[config.mk]
export PLATFORM = sky130hd
export DESIGN_NAME = dspic_ctrl
export DESIGN_NICKNAME = d
export VERILOG_FILES = /design/src/logic/dspic_pkg.sv /design/src/logic/dspic_ctrl.sv
export VERILOG_INCLUDE_DIRS = /design/src /design/src/logic
export SDC_FILE = /design/constraint.sdc
export NUM_CORES = 1
export LEC_CHECK = 0
export BUFFER_PORTS_ARGS = -buffer_cell sky130_fd_sc_hd__buf_2
export CORE_MARGIN = 2
export CORE_UTILIZATION = 42
export CTS_BUF_LIST = sky130_fd_sc_hd__clkbuf_2
export CTS_CLUSTER_SIZE = 16
export DETAILED_ROUTE_END_ITERATION = 12
export PLACE_DENSITY = 0.62
export SLEW_MARGIN = 10
export SYNTH_ARGS = -nofsm -noshare
export SYNTH_HDL_FRONTEND = slang
export SYNTH_SLANG_ARGS = --single-unit
[constraint.sdc]
create_clock -name clk_i -period 2.8 [get_ports clk_i]
set_clock_uncertainty 0.1 [all_clocks]
set_input_delay 0 -clock clk_i [delete_from_list [all_inputs] [get_ports clk_i]]
set_output_delay 0 -clock clk_i [all_outputs]
set_load 0.005 [all_outputs]
[src/logic/dspic_defines.svh]
`ifndef DSPIC_DEFINES_SVH
`define DSPIC_DEFINES_SVH
// Contract
// - Eleven interrupt sources plus reset, each leading quickly to a service routine.
// - Four active-low request pins: one programmable, two level, one edge.
// - Second serial port pins may become two more requests plus flag in and out.
// - Internal requests: timer, byte DMA, both serial ports, software, power-down.
// - Fixed priority and per-source mask; power-down and reset cannot be masked.
// - Power-down request ignores the mask, eligible whenever interrupts are on.
// - Programmable pin and both alternate requests select level or edge response.
// - Both level request pins are always plain active-low levels, never latched.
// - Edge request pin latches falling edges; software may set or clear it.
// - Reset or context-reset power-up vectors 0000 first, power-down 002c, timer 0028 last.
// - Then programmable request 0004, level one 0008, level zero 000c.
// - Then port one transmit 0010, receive 0014, edge 0018, DMA 001c, port two tx 0020.
// - Port two receive or alternate request zero uses 0024, just above the timer.
// - Routines either nest by priority or run one after another, as configured.
// - Each pending request except power-down is ANDed with its mask bit before priority selection.
// - The highest-priority remaining request is the one chosen for service.
// - One cycle after a mask write no interrupt is taken; DMA carries on.
// - Control register selects nesting and edge or level for three requests.
// - Write-only force and clear register for pending requests; reads give nothing.
// - Twelve-deep stack saves status on entry and restores it on return.
// - Global on and off gate all servicing except context reset, power-down too, whatever the mask.
// - Interrupt servicing is globally enabled straight after reset.

// ****************************************
// Sources, index is priority (0 highest)
// ****************************************
`define DSPIC_NSRC      11
`define DSPIC_SRC_PD    4'h0
`define DSPIC_SRC_PROG  4'h1
`define DSPIC_SRC_LVL1  4'h2
`define DSPIC_SRC_LVL0  4'h3
`define DSPIC_SRC_S0TX  4'h4
`define DSPIC_SRC_S0RX  4'h5
`define DSPIC_SRC_EDGE  4'h6
`define DSPIC_SRC_BYTE_DMA_PORT  4'h7
`define DSPIC_SRC_S1TX  4'h8
`define DSPIC_SRC_S1RX  4'h9
`define DSPIC_SRC_TMR   4'ha
`define DSPIC_SRC_NONE  4'hf

// ****************************************
// Vectors
// ****************************************
`define DSPIC_VEC_RST   16'h0000
`define DSPIC_VEC_PD    16'h002c
`define DSPIC_VEC_PROG  16'h0004
`define DSPIC_VEC_LVL1  16'h0008
`define DSPIC_VEC_LVL0  16'h000c
`define DSPIC_VEC_S0TX  16'h0010
`define DSPIC_VEC_S0RX  16'h0014
`define DSPIC_VEC_EDGE  16'h0018
`define DSPIC_VEC_BYTE_DMA_PORT  16'h001c
`define DSPIC_VEC_S1TX  16'h0020
`define DSPIC_VEC_S1RX  16'h0024
`define DSPIC_VEC_TMR   16'h0028

// ****************************************
// Registers
// ****************************************
`define DSPIC_OFF_MASK  8'h00
`define DSPIC_OFF_CTRL  8'h04
`define DSPIC_OFF_IFC   8'h08
`define DSPIC_OFF_STAT  8'h0c
`define DSPIC_OFF_VEC   8'h10
`define DSPIC_CTL_E2    0
`define DSPIC_CTL_E1    1
`define DSPIC_CTL_E0    2
`define DSPIC_CTL_NEST  3
`define DSPIC_CTL_ALT   4
`define DSPIC_CTL_FOUT  5
`define DSPIC_CTL_W     6
`define DSPIC_IFC_CLR   16
`define DSPIC_STAT_ISR  16
`define DSPIC_STAT_GIE  27
`define DSPIC_STAT_OVF  28
`define DSPIC_MASK_RST  11'h000
`define DSPIC_CTRL_RST  6'h00
`define DSPIC_STK_DEPTH 4'hc
`endif

[src/logic/dspic_pkg.sv]
`include "dspic_defines.svh"
package dspic_pkg;
   typedef logic [`DSPIC_NSRC-1:0] dspic_src_t;

   typedef struct packed {
      logic prog_n;
      logic lvl1_n;
      logic lvl0_n;
      logic edge_n;
      logic alt0_n;
      logic alt1_n;
      logic flag_in;
   } dspic_pins_t;

   typedef struct packed {
      logic sp0_tx;
      logic sp0_rx;
      logic byte_dma_port;
      logic sp1_tx;
      logic sp1_rx;
      logic timer;
      logic pwrdn;
   } dspic_evt_t;

   typedef struct packed {
      logic [7:0]  addr;
      logic [31:0] wdata;
      logic        wr;
      logic        rd;
   } dspic_bus_t;
endpackage : dspic_pkg

[src/logic/dspic_ctrl.sv]
`include "dspic_defines.svh"
module dspic_ctrl
   import dspic_pkg::*;
(
   input  wire logic        clk_i,
   input  wire logic        rst_n_i,
   input  wire dspic_bus_t  bus_i,
   output logic [31:0]      rdata_o,
   input  wire dspic_pins_t pins_i,
   input  wire dspic_evt_t  evt_i,
   input  wire logic        powerup_i,
   input  wire logic        powerup_context_reset_bit_i,
   input  wire logic        ack_i,
   input  wire logic        rti_i,
   input  wire logic        global_irq_on_instr_i,
   input  wire logic        global_irq_off_instr_i,
   input  wire logic        stk_push_i,
   input  wire logic        stk_pop_i,
   input  wire logic [15:0] status_i,
   output logic             irq_req_o,
   output logic [15:0]      irq_vec_o,
   output logic [3:0]       irq_src_o,
   output logic [15:0]      stk_top_o,
   output logic             stk_full_o,
   output logic             stk_empty_o,
   output logic             flag_in_o,
   output logic             flag_out_o,
   output logic             sp1_alt_o
);

   // ****************************************
   // Helpers
   // ****************************************
   function automatic logic [3:0] dspic_first(input dspic_src_t v);
      logic [3:0] r;
      r = `DSPIC_SRC_NONE;
      for (int i = `DSPIC_NSRC - 1; i >= 0; i--) begin
         if (v[i]) begin
            r = 4'(i);
         end
      end
      return r;
   endfunction : dspic_first

   function automatic logic [15:0] dspic_vec_of(input logic [3:0] s);
      logic [15:0] v;
      v = `DSPIC_VEC_TMR;
      unique case (s)
         `DSPIC_SRC_PD:   v = `DSPIC_VEC_PD;
         `DSPIC_SRC_PROG: v = `DSPIC_VEC_PROG;
         `DSPIC_SRC_LVL1: v = `DSPIC_VEC_LVL1;
         `DSPIC_SRC_LVL0: v = `DSPIC_VEC_LVL0;
         `DSPIC_SRC_S0TX: v = `DSPIC_VEC_S0TX;
         `DSPIC_SRC_S0RX: v = `DSPIC_VEC_S0RX;
         `DSPIC_SRC_EDGE: v = `DSPIC_VEC_EDGE;
         `DSPIC_SRC_BYTE_DMA_PORT: v = `DSPIC_VEC_BYTE_DMA_PORT;
         `DSPIC_SRC_S1TX: v = `DSPIC_VEC_S1TX;
         `DSPIC_SRC_S1RX: v = `DSPIC_VEC_S1RX;
         default:         v = `DSPIC_VEC_TMR;
      endcase
      return v;
   endfunction : dspic_vec_of

   // ****************************************
   // State
   // ****************************************
   dspic_pins_t             sync1_r;
   dspic_pins_t             sync2_r;
   dspic_pins_t             sync3_r;
   dspic_src_t              pend_r;
   dspic_src_t              isr_r;
   logic [`DSPIC_NSRC-1:0]  mask_r;
   logic [`DSPIC_CTL_W-1:0] ctrl_r;
   logic                    gie_r;
   logic                    holdoff_r;
   logic                    rstreq_r;
   logic                    req_r;
   logic                    rst_sel_r;
   logic [3:0]              idx_r;
   logic [15:0]             vec_r;
   logic [15:0]             stk_mem [`DSPIC_STK_DEPTH];
   logic [3:0]              sp_r;
   logic [15:0]             stk_top_r;
   logic                    stk_ovf_r;
   logic [31:0]             rdata_r;

   dspic_pins_t act_w;
   dspic_pins_t fall_w;
   dspic_src_t  set_w;
   dspic_src_t  lvl_w;
   dspic_src_t  force_w;
   dspic_src_t  clr_w;
   dspic_src_t  ackclr_w;
   dspic_src_t  req_w;
   dspic_src_t  mask_eff_w;
   dspic_src_t  elig_w;
   logic [3:0]  sel_w;
   logic [3:0]  isr_top_w;
   logic        allow_w;
   logic        take_w;
   logic        req_nxt;
   logic        ifc_wr_w;
   logic        push_w;
   logic        pop_w;

   // ****************************************
   // Pin synchronisers
   // ****************************************
   always_ff @(posedge clk_i or negedge rst_n_i) begin
      if (!rst_n_i) begin
         sync1_r <= '1;
         sync2_r <= '1;
         sync3_r <= '1;
      end else begin
         sync1_r <= pins_i;
         sync2_r <= sync1_r;
         sync3_r <= sync2_r;
      end
   end

   // Low-active pins; flag_in is carried but never compared for edges
   assign act_w  = ~sync2_r;
   assign fall_w = sync3_r & ~sync2_r;

   // ****************************************
   // Request sources
   // ****************************************
   always_comb begin
      set_w = '0;
      lvl_w = '0;
      set_w[`DSPIC_SRC_PD]   = evt_i.pwrdn;
      set_w[`DSPIC_SRC_S0TX] = evt_i.sp0_tx;
      set_w[`DSPIC_SRC_S0RX] = evt_i.sp0_rx;
      set_w[`DSPIC_SRC_BYTE_DMA_PORT] = evt_i.byte_dma_port;
      set_w[`DSPIC_SRC_TMR]  = evt_i.timer;
      set_w[`DSPIC_SRC_EDGE] = fall_w.edge_n;
      lvl_w[`DSPIC_SRC_LVL1] = act_w.lvl1_n;
      lvl_w[`DSPIC_SRC_LVL0] = act_w.lvl0_n;
      if (ctrl_r[`DSPIC_CTL_E2]) begin
         set_w[`DSPIC_SRC_PROG] = fall_w.prog_n;
      end else begin
         lvl_w[`DSPIC_SRC_PROG] = act_w.prog_n;
      end
      if (ctrl_r[`DSPIC_CTL_ALT]) begin
         if (ctrl_r[`DSPIC_CTL_E1]) begin
            set_w[`DSPIC_SRC_S1TX] = fall_w.alt1_n;
         end else begin
            lvl_w[`DSPIC_SRC_S1TX] = act_w.alt1_n;
         end
         if (ctrl_r[`DSPIC_CTL_E0]) begin
            set_w[`DSPIC_SRC_S1RX] = fall_w.alt0_n;
         end else begin
            lvl_w[`DSPIC_SRC_S1RX] = act_w.alt0_n;
         end
      end else begin
         set_w[`DSPIC_SRC_S1TX] = evt_i.sp1_tx;
         set_w[`DSPIC_SRC_S1RX] = evt_i.sp1_rx;
      end
   end

   // Software force and clear; the register itself holds nothing
   assign ifc_wr_w = bus_i.wr && (bus_i.addr == `DSPIC_OFF_IFC);
   assign force_w  = ifc_wr_w ? bus_i.wdata[`DSPIC_NSRC-1:0] : '0;
   assign clr_w    = ifc_wr_w ? bus_i.wdata[`DSPIC_IFC_CLR +: `DSPIC_NSRC] : '0;
   assign take_w   = ack_i && req_r;
   assign ackclr_w = (take_w && !rst_sel_r) ? (dspic_src_t'(1) << idx_r) : '0;

   // ****************************************
   // Pending latches
   // ****************************************
   // A new edge in the clearing cycle survives: sets are ORed in last
   always_ff @(posedge clk_i or negedge rst_n_i) begin
      if (!rst_n_i) begin
         pend_r <= '0;
      end else begin
         pend_r <= (pend_r & ~clr_w & ~ackclr_w) | set_w | force_w;
      end
   end

   // Context reset on power-up outranks every source and ignores gating
   always_ff @(posedge clk_i or negedge rst_n_i) begin
      if (!rst_n_i) begin
         rstreq_r <= 1'b0;
      end else if (powerup_i && powerup_context_reset_bit_i) begin
         rstreq_r <= 1'b1;
      end else if (take_w && rst_sel_r) begin
         rstreq_r <= 1'b0;
      end
   end

   // ****************************************
   // Masking and priority
   // ****************************************
   assign req_w      = pend_r | lvl_w;
   assign mask_eff_w = {mask_r[`DSPIC_NSRC-1:1], 1'b1};
   assign elig_w     = req_w & mask_eff_w;
   assign sel_w      = dspic_first(elig_w);
   assign isr_top_w  = dspic_first(isr_r);

   // Nesting admits only strictly higher priority than the active routine
   assign allow_w = ctrl_r[`DSPIC_CTL_NEST] ? (sel_w < isr_top_w)
                                            : (isr_r == '0);
   assign req_nxt = !ack_i && (rstreq_r ||
                    (gie_r && !holdoff_r && (sel_w != `DSPIC_SRC_NONE) && allow_w));

   always_ff @(posedge clk_i or negedge rst_n_i) begin
      if (!rst_n_i) begin
         req_r     <= 1'b0;
         rst_sel_r <= 1'b0;
         idx_r     <= `DSPIC_SRC_NONE;
         vec_r     <= `DSPIC_VEC_RST;
      end else begin
         req_r     <= req_nxt;
         rst_sel_r <= rstreq_r;
         idx_r     <= rstreq_r ? `DSPIC_SRC_NONE : sel_w;
         vec_r     <= rstreq_r ? `DSPIC_VEC_RST : dspic_vec_of(sel_w);
      end
   end

   // ****************************************
   // In-service tracking
   // ****************************************
   always_ff @(posedge clk_i or negedge rst_n_i) begin
      if (!rst_n_i) begin
         isr_r <= '0;
      end else if (take_w && rst_sel_r) begin
         isr_r <= '0;
      end else begin
         isr_r <= (isr_r & ~((rti_i && isr_top_w != `DSPIC_SRC_NONE) ?
                  (dspic_src_t'(1) << isr_top_w) : '0)) | ackclr_w;
      end
   end

   // ****************************************
   // Global enable and mask-write holdoff
   // ****************************************
   always_ff @(posedge clk_i or negedge rst_n_i) begin
      if (!rst_n_i) begin
         gie_r <= 1'b1;
      end else if (global_irq_off_instr_i) begin
         gie_r <= 1'b0;
      end else if (global_irq_on_instr_i) begin
         gie_r <= 1'b1;
      end
   end

   always_ff @(posedge clk_i or negedge rst_n_i) begin
      if (!rst_n_i) begin
         holdoff_r <= 1'b0;
      end else begin
         holdoff_r <= bus_i.wr && (bus_i.addr == `DSPIC_OFF_MASK);
      end
   end

   // ****************************************
   // Registers
   // ****************************************
   always_ff @(posedge clk_i or negedge rst_n_i) begin
      if (!rst_n_i) begin
         mask_r <= `DSPIC_MASK_RST;
      end else if (bus_i.wr && bus_i.addr == `DSPIC_OFF_MASK) begin
         mask_r <= bus_i.wdata[`DSPIC_NSRC-1:0];
      end
   end

   always_ff @(posedge clk_i or negedge rst_n_i) begin
      if (!rst_n_i) begin
         ctrl_r <= `DSPIC_CTRL_RST;
      end else if (bus_i.wr && bus_i.addr == `DSPIC_OFF_CTRL) begin
         ctrl_r <= bus_i.wdata[`DSPIC_CTL_W-1:0];
      end
   end

   // Unmapped and write-only addresses read as zero
   always_ff @(posedge clk_i or negedge rst_n_i) begin
      if (!rst_n_i) begin
         rdata_r <= 32'h0000_0000;
      end else if (bus_i.rd) begin
         rdata_r <= 32'h0000_0000;
         unique case (bus_i.addr)
            `DSPIC_OFF_MASK: rdata_r[`DSPIC_NSRC-1:0] <= mask_eff_w;
            `DSPIC_OFF_CTRL: rdata_r[`DSPIC_CTL_W-1:0] <= ctrl_r;
            `DSPIC_OFF_STAT: begin
               rdata_r[`DSPIC_NSRC-1:0]                <= req_w;
               rdata_r[`DSPIC_STAT_ISR +: `DSPIC_NSRC] <= isr_r;
               rdata_r[`DSPIC_STAT_GIE]                <= gie_r;
               rdata_r[`DSPIC_STAT_OVF]                <= stk_ovf_r;
            end
            `DSPIC_OFF_VEC: rdata_r[19:0] <= {sp_r, vec_r};
            default: rdata_r <= 32'h0000_0000;
         endcase
      end
   end

   // ****************************************
   // Status stack
   // ****************************************
   // Shared with loops and calls; a push when full is dropped and flagged
   assign push_w = (take_w && !rst_sel_r) || stk_push_i;
   assign pop_w  = rti_i || stk_pop_i;

   always_ff @(posedge clk_i or negedge rst_n_i) begin
      if (!rst_n_i) begin
         sp_r      <= 4'h0;
         stk_top_r <= 16'h0000;
         stk_ovf_r <= 1'b0;
      end else if (push_w) begin
         if (sp_r < `DSPIC_STK_DEPTH) begin
            sp_r      <= sp_r + 4'h1;
            stk_top_r <= status_i;
         end else begin
            stk_ovf_r <= 1'b1;
         end
      end else if (pop_w && sp_r != 4'h0) begin
         sp_r      <= sp_r - 4'h1;
         stk_top_r <= (sp_r > 4'h1) ? stk_mem[sp_r - 4'h2] : 16'h0000;
      end
   end

   always_ff @(posedge clk_i) begin
      if (push_w && sp_r < `DSPIC_STK_DEPTH) begin
         stk_mem[sp_r] <= status_i;
      end
   end

   // ****************************************
   // Outputs
   // ****************************************
   assign rdata_o     = rdata_r;
   assign irq_req_o   = req_r;
   assign irq_vec_o   = vec_r;
   assign irq_src_o   = idx_r;
   assign stk_top_o   = stk_top_r;
   assign stk_full_o  = (sp_r == `DSPIC_STK_DEPTH);
   assign stk_empty_o = (sp_r == 4'h0);
   assign flag_in_o   = sync2_r.flag_in;
   assign flag_out_o  = ctrl_r[`DSPIC_CTL_FOUT];
   assign sp1_alt_o   = ctrl_r[`DSPIC_CTL_ALT];

   // ****************************************
   // Assertions
   // ****************************************
   pd_nomask_a: assert property (@(posedge clk_i) disable iff (!rst_n_i)
      (pend_r[0] && gie_r && !holdoff_r && isr_r == '0 && !rstreq_r && !ack_i)
      |=> (irq_req_o && irq_vec_o == `DSPIC_VEC_PD))
      else $error("power-down request not raised");

   prio_pick_a: assert property (@(posedge clk_i) disable iff (!rst_n_i)
      (irq_req_o && !rst_sel_r) |-> irq_vec_o == dspic_vec_of(dspic_first($past(elig_w))))
      else $error("vector is not the highest eligible source");

   mask_gate_a: assert property (@(posedge clk_i) disable iff (!rst_n_i)
      (irq_req_o && !rst_sel_r) |-> (irq_src_o == `DSPIC_SRC_PD || $past(mask_r[sel_w])))
      else $error("masked source requested");

   holdoff_a: assert property (@(posedge clk_i) disable iff (!rst_n_i)
      (bus_i.wr && bus_i.addr == `DSPIC_OFF_MASK && !rstreq_r) ##1 !rstreq_r
      |=> !irq_req_o)
      else $error("request during mask holdoff");

   gie_off_a: assert property (@(posedge clk_i) disable iff (!rst_n_i)
      (!gie_r && !rstreq_r) |=> !irq_req_o)
      else $error("request while globally disabled");

   gie_reset_a: assert property (@(posedge clk_i) disable iff (!rst_n_i)
      $rose(rst_n_i) |-> gie_r)
      else $error("global enable off after reset");

   no_nest_a: assert property (@(posedge clk_i) disable iff (!rst_n_i)
      (!ctrl_r[`DSPIC_CTL_NEST] && isr_r != '0 && !rstreq_r) |=> !irq_req_o)
      else $error("new routine started without nesting");

   edge_latch_a: assert property (@(posedge clk_i) disable iff (!rst_n_i)
      fall_w.edge_n |=> pend_r[`DSPIC_SRC_EDGE])
      else $error("edge request not latched");

   stack_push_a: assert property (@(posedge clk_i) disable iff (!rst_n_i)
      (push_w && sp_r < `DSPIC_STK_DEPTH) |=> (sp_r == $past(sp_r) + 4'h1 &&
      stk_top_o == $past(status_i)))
      else $error("stack push lost");

   rst_vec_a: assert property (@(posedge clk_i) disable iff (!rst_n_i)
      (rstreq_r && !ack_i) |=> (irq_req_o && irq_vec_o == `DSPIC_VEC_RST))
      else $error("context reset not vectored to zero");

   nested_c: cover property (@(posedge clk_i) disable iff (!rst_n_i)
      take_w && isr_r != '0);
   powerup_c: cover property (@(posedge clk_i) disable iff (!rst_n_i)
      take_w && rst_sel_r);
   stk_full_c: cover property (@(posedge clk_i) disable iff (!rst_n_i)
      stk_full_o && push_w);
   timer_c: cover property (@(posedge clk_i) disable iff (!rst_n_i)
      take_w && idx_r == `DSPIC_SRC_TMR);

endmodule : dspic_ctrl

==> run metrics <==
post-layout util=54.3%; worst hold slack=47.0 ps; nets@finish=1317; Worst Hold Class=in -> reg; Arr. time, crit path=3390 ps; H-tree lvl count=3; num rows=64; Die X=179 µm; Synth async-reset ratio=37.3%; Pint=0.00838 W; Slowest cell on crit path=dlygate4sd3_1; fin. max-slew vios=0; status=finished clean; most used cell, CP=dlygate4sd3_1; vias per inst=5.24; CTS Sinks=306; # fillers=2506; number of synthesized flops with an enable pin=192; # IOs=156; data required time at the worst endpoint=3440 ps; mapped cell area=12900 µm²; largest net degree at the start of global routing=53; PortBufs=125; Final TNS setup=0 ps; clock share of power=24.2%; WL/cell=19.4 µm; Final Hold Vio Count=0; Final GP Congestion=0.825; initial antenna violation count=2; post-synth top area share=44.8%; VDD IR max=0.000442 V; initial core utilization=42.4%; combinational group share of total power=30.4%; Routed Antenna Nets=0; CTS Root Cell=clkbuf_2; core area=30300 µm²; Rel. slew slack=53.2%; Mapped Avg Cell Area=15.0 µm²; crit-path max FO=18; FMAX=365 MHz; worst path cell trace=dlygate4sd3_1, buf_2, or4_4, nor2_2, and4b_2, buf_12, nand2_1, dlygate4sd3_1, a32o_1, dlygate4sd3_1; die area=32000 µm²; vias post-DR=8817; worst skew pair latency=940 ps; Least-Margin Pin Slew=702 ps; Die Ht=179 µm; Worst Setup End Kind=flip-flop; Synth area leaders=edfxtp_1 (45%), dfrtp_1 (18%), mux4_2 (8.4%); Pwr per Cell Area=761 nW/µm²; first-pass GRT wire length=49600 µm; sequential power share=45.4%; Yosys warning count=0; Max Cap Violations=0; Synth Register Bits=306; Tot Pwr=0.0126 W; post-synthesis sequential area ratio=67.2%; most frequent cells after synthesis=edfxtp_1 (192), dfrtp_1 (91), nand2_1 (59); gr usage total=20.6%; CP top delay family=buffers and inverters; # DRC=0; number of global-route vias before repair=9141; crit start category=input pin; Initial DRC Count=604; Pleak=6.65 nW; min Tclk post-route=2740 ps; most common cell in the netlist=edfxtp_1; Post-DP HPWL=19100 µm; RSZ-0062 raised after global routing=false; setup bufs post-CTS=0; post-synthesis cell type count=70; grt ovf=0; TritonCTS clock tree=built; NetSw=0.00417 W; Crit path buffers/inverters=5; CTS buffer count=80; P&R area growth vs syn=28.2%; sw frac=33.2%; worst stage delay on the critical path=580 ps; DRT Wirelength=32700 µm; Cells after Synth=857; crit share post-route=97.9%; Clock transition at path regs=110 ps; critical path type=in -> reg; largest area contributor in the netlist=edfxtp_1; setup violators final=0; main flop type after synthesis=edfxtp_1; 1st-pass router iterations=5; clk buf depth=3; layout cells sized above 1=31.6%
-- area by class of cell --
class	instances	area, µm²	share of cell area (%)
flip-flops and latches	306	8650	52.5
multi-input cells	477	3820	23.1
repair buffers	330	2690	16.3
clock buffers	124	621	3.76
well taps	396	495	3.00
inverters	31	116	0.706
clock inverters	17	98.8	0.599
diodes	2	5.00	0.0303
-- registers in the layout (all words and copies together) (netlist names), 4 cells and up --
name / flops
sync2_r: 6
ctrl_r: 6
pend_r: 11
stk_top_o: 16
sync1_r: 7
irq_src_o: 4
irq_vec_o: 4
sp_r: 4
sync3_r: 4
mask_r: 10
rdata_o: 24
isr_r: 11
stk_mem: 192
-- path summary, 6_finish.rpt --
| check | startpoint | to | slack [ps] | cells after the start |
|---|---|---|---|---|
| max | bus_i[39] | pend_r[2]$_DFF_PN0_ | 60 | 10 |
| min | bus_i[35] | pend_r[1]$_DFF_PN0_ | 50 | 7 |
| max reg2reg | irq_src_o[2]$_DFF_PN1_ | pend_r[8]$_DFF_PN0_ | 120 | 7 |
| min reg2reg | sync1_r[2]$_DFF_PN1_ | sync2_r[2]$_DFF_PN1_ | 210 | 0 |
| max in group asynchronous | rst_n_i | irq_src_o[1]$_DFF_PN1_ | 1980 | 4 |
| min in group asynchronous | rst_n_i | mask_r[10]$_DFFE_PN0P_ | 100 | 4 |
-- worst register-to-register path: stages, from the launching register on --
cell,delay (ps)
dfstp_2,430
nor2_2,190
nand4b_1,280
nand2_1,150
a21oi_1,50
a211o_1,250
dlygate4sd3_1,560
dlygate4sd3_1,570
-- metrics by stage --
stage,cell area [µm²],setup slack [ps],instances
3_5_place_dp,14100,306,1374
4_1_cts,16500,85.8,1681
3_3_place_gp,14100,299,1374
2_1_floorplan,12900,204,876
5_1_grt,16500,19.7,1683
6_report,16500,58.4,1683
-- timing repair --
item                                    CTS  global route
hold buffers                            166             0
endpoints found under the setup margin    0             2
hold endpoints to repair                404             0
resized for setup                         0             2
-- placed cells by master, fill, tap and decap left out, drive strengths merged, types with 20 or more instances in the layout --
cell         Yosys  routed
buf             42     165
dlygate4sd3      0     165
o21ai           42      42
inv             31      36
nand2           60      60
clkbuf          20     124
a21oi           52      52
dfstp           23      23
conb             1      20
nand3           26      26
dfrtp           91      91
edfxtp         192     192
nor2            48      48
mux4            48      48
-- cells by family after synthesis --
kind of cell             share of synthesized area (%)
other                                           0.0292
buffers and inverters                             3.75
AO/OA/AOI/OAI                                     8.62
flip-flops                                        67.2
multiplexers                                      11.6
adder cells (fa/ha/maj)                          0.875
AND/OR/NAND/NOR                                   7.60
XOR/XNOR                                         0.340
-- routing by layer --
layer  share of wire, %  up-vias  track usage [%]
met3                5.8       75             3.92
met1                 42     4387             26.3
met5                  0        -                0
met4                3.0        0             9.21
met2                 49      340             34.3
li1                   -     4015                -
-- power by group through the flow --
stage	clock, W	combinational, W	sequential [W]
6_report	0.00304	0.00382	0.00570
5_1_grt	0.00336	0.00417	0.00576
4_1_cts	0.00312	0.00386	0.00570
3_5_place_dp	0	0.00367	0.00579
3_3_place_gp	0	0.00364	0.00577
2_1_floorplan	0	0.00252	0.00567
Power figures use the tool's default switching activity.
